**src/design/tlic_pkg.sv**
```systemverilog
// constants, field positions and carrier types of the interrupt controller
`default_nettype none

package tlic_pkg;

	localparam int NSRC = 11;

	// special function register addresses
	localparam logic [7:0] ADDR_IE = 8'hA8;
	localparam logic [7:0] ADDR_IE2 = 8'hA9;
	localparam logic [7:0] ADDR_IP = 8'hB8;

	// values after reset
	localparam logic [7:0] IE_RST = 8'h00;
	localparam logic [7:0] IE2_RST = 8'hA0;
	localparam logic [7:0] IP_RST = 8'h00;

	// writable bits; the top bit of both narrow registers is absent
	localparam logic [7:0] IP_WMASK = 8'h7F;
	localparam logic [7:0] IE2_WMASK = 8'h77;
	// the absent top bit of the secondary register reads as one
	localparam logic [7:0] IE2_RD_ONES = 8'h80;

	// primary enable register fields
	localparam int IE_GLOBAL_IRQ_GATE = 7;
	localparam int IE_ADC_IRQ_ON = 6;
	localparam int IE_TMR2_IRQ_ON = 5;
	localparam int IE_UART_IRQ_ON = 4;
	localparam int IE_TMR1_IRQ_ON = 3;
	localparam int IE_EXT1_IRQ_ON = 2;
	localparam int IE_TMR0_IRQ_ON = 1;
	localparam int IE_EXT0_IRQ_ON = 0;

	// primary priority register fields
	localparam int IP_ADC_PRIO_HIGH = 6;
	localparam int IP_TMR2_PRIO_HIGH = 5;
	localparam int IP_UART_PRIO_HIGH = 4;
	localparam int IP_TMR1_PRIO_HIGH = 3;
	localparam int IP_EXT1_PRIO_HIGH = 2;
	localparam int IP_TMR0_PRIO_HIGH = 1;
	localparam int IP_EXT0_PRIO_HIGH = 0;

	// secondary enable/priority register fields
	localparam int IE2_TIC_PRIO_HIGH = 6;
	localparam int IE2_SUPPLY_MON_PRIO_HIGH = 5;
	localparam int IE2_SERIAL_PRIO_HIGH = 4;
	localparam int IE2_TIC_IRQ_ON = 2;
	localparam int IE2_SUPPLY_MON_IRQ_ON = 1;
	localparam int IE2_SERIAL_IRQ_ON = 0;

	// source index equals polling rank, 0 polled first
	localparam int SRC_SUPPLY_MON = 0;
	localparam int SRC_WDOG = 1;
	localparam int SRC_EXT0 = 2;
	localparam int SRC_ADC = 3;
	localparam int SRC_TMR0 = 4;
	localparam int SRC_EXT1 = 5;
	localparam int SRC_TMR1 = 6;
	localparam int SRC_SERIAL = 7;
	localparam int SRC_UART = 8;
	localparam int SRC_TMR2 = 9;
	localparam int SRC_TIC = 10;

	function automatic logic [15:0] tlic_vector(input logic [3:0] idx);
		case (idx)
			4'h0: tlic_vector = 16'h0043;
			4'h1: tlic_vector = 16'h005B;
			4'h2: tlic_vector = 16'h0003;
			4'h3: tlic_vector = 16'h0033;
			4'h4: tlic_vector = 16'h000B;
			4'h5: tlic_vector = 16'h0013;
			4'h6: tlic_vector = 16'h001B;
			4'h7: tlic_vector = 16'h003B;
			4'h8: tlic_vector = 16'h0023;
			4'h9: tlic_vector = 16'h002B;
			4'hA: tlic_vector = 16'h0053;
			default: tlic_vector = 16'h0000;
		endcase
	endfunction : tlic_vector

	// first field is the msb, so the supply monitor lands on bit 0
	typedef struct packed {
		logic tic_req;
		logic tmr2_req;
		logic uart_rxtx_req;
		logic serial_xfer_req;
		logic tmr1_overflow;
		logic ext1_req;
		logic tmr0_overflow;
		logic adc_done_req;
		logic ext0_req;
		logic wdog_req;
		logic supply_mon_req;
	} tlic_req_t;

	typedef struct packed {
		logic [7:0] addr;
		logic [7:0] wdata;
		logic we;
		logic re;
	} tlic_sfr_t;

	// which service routines are in progress
	typedef enum logic [1:0] {LVL_NONE, LVL_LOW, LVL_HIGH, LVL_BOTH} tlic_lvl_t;

	typedef struct packed {
		logic [7:0] ie;
		logic [6:0] ie2;
		logic [6:0] ip;
		tlic_lvl_t lvl;
		logic valid;
		logic high;
		logic [3:0] idx;
		logic [15:0] vector;
		logic push;
		logic [7:0] rdata;
	} tlic_state_t;

endpackage : tlic_pkg

`default_nettype wire

```
**src/design/tlic_arbiter.sv**
```systemverilog
// two-level fixed-order arbiter over already gated requests
`default_nettype none

module tlic_arbiter import tlic_pkg::*; #(
	parameter int N = NSRC
) (
	input wire logic [N-1:0] i_req,
	input wire logic [N-1:0] i_high,
	output logic o_hit,
	output logic o_high,
	output logic [3:0] o_idx
);

	function automatic logic [4:0] first_set(input logic [N-1:0] v);
		first_set = 5'h00;
		for (int i = N - 1; i >= 0; i--) begin
			if (v[i]) begin
				first_set = {1'b1, 4'(i)};
			end
		end
	endfunction : first_set

	logic [4:0] hi_pick;
	logic [4:0] lo_pick;

	always_comb begin
		hi_pick = first_set(i_req & i_high);
		lo_pick = first_set(i_req & ~i_high);
		// high level always beats low level
		if (hi_pick[4]) begin
			o_hit = 1'b1;
			o_high = 1'b1;
			o_idx = hi_pick[3:0];
		end else begin
			o_hit = lo_pick[4];
			o_high = 1'b0;
			o_idx = lo_pick[3:0];
		end
	end

endmodule : tlic_arbiter

`default_nettype wire

```
**src/design/tlic_top.sv**
```systemverilog
// two-level interrupt controller: enable/priority registers, nesting, vectors
//
// Overview of operation
// - bit 7 of primary enable is a global gate; zero blocks every source.
// - primary enable bits 6..0: ADC, tmr2, UART, tmr1, ext1, tmr0, ext0.
// - primary priority bits 6..0 set high level for the same seven sources.
// - bit 7 of primary priority and secondary is absent; writes ignored.
// - secondary bits 6,5,4: high level for interval, supply, serial.
// - secondary bits 2,1,0 enable interval counter, supply monitor, serial.
// - two priority levels; a priority bit picks each source's level, except the watchdog, whose level is set by WDOG_PRIO_HIGH.
// - an enabled high request preempts a low service routine in progress.
// - with both levels pending, high level is granted before low level.
// - a routine is never preempted by a request of its own level.
// - equal-level requests go in fixed polling order, supply monitor first.
// - a grant makes the core push its PC, then load the vector.
// - ext0 0003H tmr0 000BH ext1 0013H tmr1 001BH uart 0023H tmr2 002BH
// - adc 0033H serial 003BH supply 0043H interval 0053H wdog 005BH
`default_nettype none

module tlic_top import tlic_pkg::*; #(
	parameter bit ADC_IRQ_PRESENT = 1'b1,
	parameter bit WDOG_PRIO_HIGH = 1'b1
) (
	input wire logic i_clk,
	input wire logic i_sys_rst,
	input wire tlic_sfr_t i_sfr,
	output logic [7:0] o_sfr_rdata,
	input wire tlic_req_t i_req,
	output logic o_irq_valid,
	output logic [15:0] o_vector,
	input wire logic i_irq_ack,
	output logic o_pc_push,
	input wire logic i_reti,
	output logic [1:0] o_active
);

	tlic_state_t q;
	tlic_state_t d;
	logic [NSRC-1:0] req_v;
	logic [NSRC-1:0] en_v;
	logic [NSRC-1:0] hi_v;
	logic [NSRC-1:0] elig_v;
	logic in_high;
	logic in_low;
	logic take;
	logic arb_hit;
	logic arb_high;
	logic [3:0] arb_idx;

	assign req_v = i_req;
	assign in_high = (q.lvl == LVL_HIGH) || (q.lvl == LVL_BOTH);
	assign in_low = (q.lvl == LVL_LOW) || (q.lvl == LVL_BOTH);
	assign take = i_irq_ack && q.valid;

	// per-source enable and level, indexed by polling rank
	always_comb begin
		en_v[SRC_SUPPLY_MON] = q.ie2[IE2_SUPPLY_MON_IRQ_ON];
		// the watchdog has no enable bit here; only the global gate applies
		en_v[SRC_WDOG] = 1'b1;
		en_v[SRC_EXT0] = q.ie[IE_EXT0_IRQ_ON];
		en_v[SRC_ADC] = q.ie[IE_ADC_IRQ_ON] && ADC_IRQ_PRESENT;
		en_v[SRC_TMR0] = q.ie[IE_TMR0_IRQ_ON];
		en_v[SRC_EXT1] = q.ie[IE_EXT1_IRQ_ON];
		en_v[SRC_TMR1] = q.ie[IE_TMR1_IRQ_ON];
		en_v[SRC_SERIAL] = q.ie2[IE2_SERIAL_IRQ_ON];
		en_v[SRC_UART] = q.ie[IE_UART_IRQ_ON];
		en_v[SRC_TMR2] = q.ie[IE_TMR2_IRQ_ON];
		en_v[SRC_TIC] = q.ie2[IE2_TIC_IRQ_ON];
		hi_v[SRC_SUPPLY_MON] = q.ie2[IE2_SUPPLY_MON_PRIO_HIGH];
		hi_v[SRC_WDOG] = WDOG_PRIO_HIGH;
		hi_v[SRC_EXT0] = q.ip[IP_EXT0_PRIO_HIGH];
		hi_v[SRC_ADC] = q.ip[IP_ADC_PRIO_HIGH];
		hi_v[SRC_TMR0] = q.ip[IP_TMR0_PRIO_HIGH];
		hi_v[SRC_EXT1] = q.ip[IP_EXT1_PRIO_HIGH];
		hi_v[SRC_TMR1] = q.ip[IP_TMR1_PRIO_HIGH];
		hi_v[SRC_SERIAL] = q.ie2[IE2_SERIAL_PRIO_HIGH];
		hi_v[SRC_UART] = q.ip[IP_UART_PRIO_HIGH];
		hi_v[SRC_TMR2] = q.ip[IP_TMR2_PRIO_HIGH];
		hi_v[SRC_TIC] = q.ie2[IE2_TIC_PRIO_HIGH];
		// disabled requests stay pending at the source, just masked here
		elig_v = req_v & en_v & {NSRC{q.ie[IE_GLOBAL_IRQ_GATE]}};
		// high only when no high routine runs, low only when idle
		elig_v = elig_v & ((hi_v & {NSRC{!in_high}})
			| (~hi_v & {NSRC{q.lvl == LVL_NONE}}));
	end

	// the polling order is the index order; watchdog sits at rank 1
	tlic_arbiter #(
		.N(NSRC)
	) u_arb (
		.i_req(elig_v),
		.i_high(hi_v),
		.o_hit(arb_hit),
		.o_high(arb_high),
		.o_idx(arb_idx)
	);

	always_comb begin
		d = q;
		d.push = 1'b0;
		// register writes; absent bits are dropped by the masks
		if (i_sfr.we) begin
			case (i_sfr.addr)
				ADDR_IE: d.ie = i_sfr.wdata;
				ADDR_IP: d.ip = i_sfr.wdata[6:0] & IP_WMASK[6:0];
				ADDR_IE2: d.ie2 = i_sfr.wdata[6:0] & IE2_WMASK[6:0];
				default: d.ie = q.ie;
			endcase
		end
		// read data comes one cycle after the strobe
		if (i_sfr.re) begin
			case (i_sfr.addr)
				ADDR_IE: d.rdata = q.ie;
				ADDR_IP: d.rdata = {1'b0, q.ip};
				ADDR_IE2: d.rdata = {1'b0, q.ie2} | IE2_RD_ONES;
				default: d.rdata = 8'h00;
			endcase
		end
		// a return closes the innermost routine first
		if (i_reti) begin
			case (q.lvl)
				LVL_BOTH: d.lvl = LVL_LOW;
				LVL_HIGH: d.lvl = LVL_NONE;
				LVL_LOW: d.lvl = LVL_NONE;
				default: d.lvl = LVL_NONE;
			endcase
		end
		if (take) begin
			// the grant is one cycle of push with the vector held
			d.push = 1'b1;
			d.valid = 1'b0;
			if (q.high) begin
				d.lvl = in_low ? LVL_BOTH : LVL_HIGH;
			end else begin
				d.lvl = LVL_LOW;
			end
		end else begin
			d.valid = arb_hit;
			d.high = arb_high;
			d.idx = arb_idx;
			d.vector = tlic_vector(arb_idx);
		end
	end

	always_ff @(posedge i_clk) begin
		if (i_sys_rst) begin
			q <= '{ie: IE_RST, ie2: IE2_RST[6:0], ip: IP_RST[6:0],
				lvl: LVL_NONE, valid: 1'b0, high: 1'b0, idx: 4'h0,
				vector: 16'h0000, push: 1'b0, rdata: 8'h00};
		end else begin
			q <= d;
		end
	end

	assign o_sfr_rdata = q.rdata;
	assign o_irq_valid = q.valid;
	assign o_vector = q.vector;
	assign o_pc_push = q.push;
	assign o_active = {in_high, in_low};

	// helper copies of the previous cycle's view, read only by assertions
	logic [NSRC-1:0] elig_q;
	logic [NSRC-1:0] hi_q;
	logic [NSRC-1:0] lower_q;
	logic gate_q;
	always_ff @(posedge i_clk) begin
		if (i_sys_rst) begin
			elig_q <= 11'h000;
			hi_q <= 11'h000;
			gate_q <= 1'b0;
		end else begin
			elig_q <= elig_v;
			hi_q <= hi_v;
			gate_q <= q.ie[IE_GLOBAL_IRQ_GATE];
		end
	end
	always_comb begin
		lower_q = (11'h001 << q.idx) - 11'h001;
	end
endmodule : tlic_top

`default_nettype wire

```
**config.mk**
```make
export PLATFORM = sky130hd
export DESIGN_NAME = tlic_top
export DESIGN_NICKNAME = d
export VERILOG_FILES = /design/src/design/tlic_pkg.sv /design/src/design/tlic_arbiter.sv /design/src/design/tlic_top.sv
export SDC_FILE = /design/constraint.sdc
export NUM_CORES = 1
export LEC_CHECK = 0
export BUFFER_PORTS_ARGS = -buffer_cell sky130_fd_sc_hd__buf_2
export CORE_ASPECT_RATIO = 1.1
export CORE_UTILIZATION = 40
export DETAILED_ROUTE_END_ITERATION = 6
export GPL_ROUTABILITY_DRIVEN = 0
export GPL_TIMING_DRIVEN = 1
export MAX_ROUTING_LAYER = met4
export PLACE_DENSITY = 0.75
export SLEW_MARGIN = 40
export SYNTH_ARGS = -nofsm -noshare
export SYNTH_HDL_FRONTEND = slang
export SYNTH_SLANG_ARGS = --single-unit
```
**constraint.sdc**
```tcl
create_clock -name i_clk -period 2.1 [get_ports i_clk]
set_input_delay 0.21 -clock i_clk [delete_from_list [all_inputs] [get_ports i_clk]]
set_output_delay 0.21 -clock i_clk [all_outputs]
set_load 0.03 [all_outputs]
```
==> qor.csv <==
metric,value,unit
status,"complete, but fails checks",
violations,negative setup slack,
synth-seq-cells,39,
synthSimpleGateAreaFrac,27.8,%
setup_slack,-22.0,ps
die_h,81.6,um
drtIter0Drc,148,
final_common_cell,buf_2,
timing.slew.headroom,51.5,%
total_power,1.35,mW
fin_nets,358,
final_cell_mix,"50 x buf_2, 43 x nor2_1, 33 x dfxtp_1",
syn_area,2300,sq um
async_flop_share,0,%
synth-edff-count,0,
ys.flop_type,dfxtp_1,
num_vias,2109,
ant_nets,0,
overflow,0,
clockPowerShare,36.3,%
post-dp-hpwl,4130,um
clk_pin_slew,80,ps
grt_start_max_net_pins,40,
fillers,539,
die_w,74.4,um
drive_gt1_share,30.4,%
synth_xor_area_share,0,%
drc,0,
arrival,2320,ps
viasPerCell,5.26,
grtUsageTotal,19.3,%
htreeDepth,2,
period_share,101,%
path_max_fanout,3,
synth_mux_area_share,11.8,%
synthCells,276,
place_inst,392,
first_pass_iters,4,
n_antenna_cell,0,
rows,28,
path_class,flop to flop,
maxSlewViolCount,0,
numCtsBuffers,5,
synthAdderAreaFrac,0,%
cp.required,2300,ps
grt_pass1_vias,1933,
yosys_warnings,0,
end_kind,flop,
setup_viol,1,
synth_compound_area_share,15.6,%
p_leak,1.22,nW
grt_pass1_wl,8670,um
tightest_slew,727,ps
pre_cts_slack,-34.7,ps
synth_top_family_by_area,simple AND/OR/NAND/NOR gates,
ir_drop,0.257,mV
synth.yosys.seq_area_share,33.9,%
clock.fmax,0.471,GHz
tritoncts,done,
wl,5410,um
dieArea,6070,sq um
period_needed,2120,ps
fin_util,49.7,%
setup_tns,-22.0,ps
antenna_found_initial,0,
io_buffers,50,
core_area,5470,sq um
insertion_delay,290,ps
min_path_type,primary input to flop,
finalNonFillerCells,401,
wl_per_cell,13.5,um
start_util,42.1,%
rsz0062_at_grt,true,
combPwrFrac,8.5,%
clkSinkCount,39,
internal_power,1.01,mW
cts-root-buf,clkbuf_8,
critPathLaunchType,flop,
stdcell_area,2720,sq um
num_io_pins,61,
power_density,496,nW/um^2
switchingPower,338,uW
cts_buffer_depth,2,
skew,8.21,ps
rrSetupSlack,-20,ps
synth_cell_types,50,
hold_viol,0,
power_frac_seq,55.1,%
place_area,2590,sq um
syn_avg_cell_area,8.35,sq um
ctsHoldBuffers,0,
syn_to_final_growth,18.0,%
cap_viol_max_count,0,
whs,155,ps
swShare,25.1,%
kinds of logic after synthesis:
logic type / count (synthesis)
muxes: 27
other: 1
DFF: 39
and+or+nand+nor: 119
buffers and inverters: 40
AOI/OAI and AO/OA: 50
power groups by stage:
stage | clock network, mW | logic [mW] | registers [mW]
finish | 0.490 | 0.115 | 0.743
global route | 0.546 | 0.125 | 0.744
CTS | 0.507 | 0.114 | 0.743
detailed placement | 0 | 0.114 | 0.761
global placement | 0 | 0.113 | 0.761
floorplan | 0 | 0.0820 | 0.760
layer usage:
layer  GRT usage [%]  share of wire, %
met1            22.3                45
met5               -                 0
met3            4.54               4.3
met2            32.6                49
met4            6.98               1.7
worst max-delay path: stages, from the launching register on:
cell	delay (ps)
dfxtp_2	320
and3b_4	200
or4_4	530
a32oi_2	220
nor2_2	80
or4_4	420
a311oi_2	250
state kept, by name (all words and copies together) (netlist names):
name	count
en_v	10
hi_v	10
o_sfr_rdata	8
o_vector	5
q	4
o_irq_valid	1
o_pc_push	1
cell usage after synthesis, drive strengths merged (2+ instances only):
master	count	area (sq um)
nor2b	9	56.3
a311oi	4	41.3
o21a	2	15.0
nor2	44	165
a41o	2	21.3
and3	4	25.0
a21oi	12	60.1
nor3	2	10.0
nor4b	2	23.8
a211oi	3	22.5
buf	27	199
nor4	2	12.5
o211ai	4	30.0
o21ai	9	45.0
nand3b	5	37.5
and3b	7	68.8
a32oi	2	25.0
dfxtp	39	781
nand2b	6	37.5
nand2	14	52.6
or4	3	26.3
nand3	15	75.1
a31oi	3	18.8
mux2i	26	260
clkbuf	12	45.0
repair_timing:
item | CTS | global route
pin swaps | 1 | 0
resized for setup | 2 | 10
setup buffers | 0 | 1
cloned | 0 | 0
setup endpoints to repair | 1 | 3
final timing paths:
check                      to  cells past startpoint      from
setup / recovery  o_vector[6]                      6   hi_v[7]
setup reg to reg  o_vector[6]                      6   hi_v[7]
hold / removal          q[54]                      3  i_sfr[9]
hold reg to reg         q[32]                      2     q[29]
area by class of cell:
class / count / area (sq um) / area share, %
Clock buffer: 6 / 72.6 / 2.67
Clock inverter: 2 / 12.5 / 0.460
Inverter: 1 / 3.75 / 0.138
Multi-Input combinational cell: 206 / 1330 / 49.0
Sequential cell: 39 / 788 / 29.0
Tap cell: 75 / 93.8 / 3.45
Timing Repair Buffer: 72 / 415 / 15.3
Note: power is estimated with default switching activity, not from simulation.
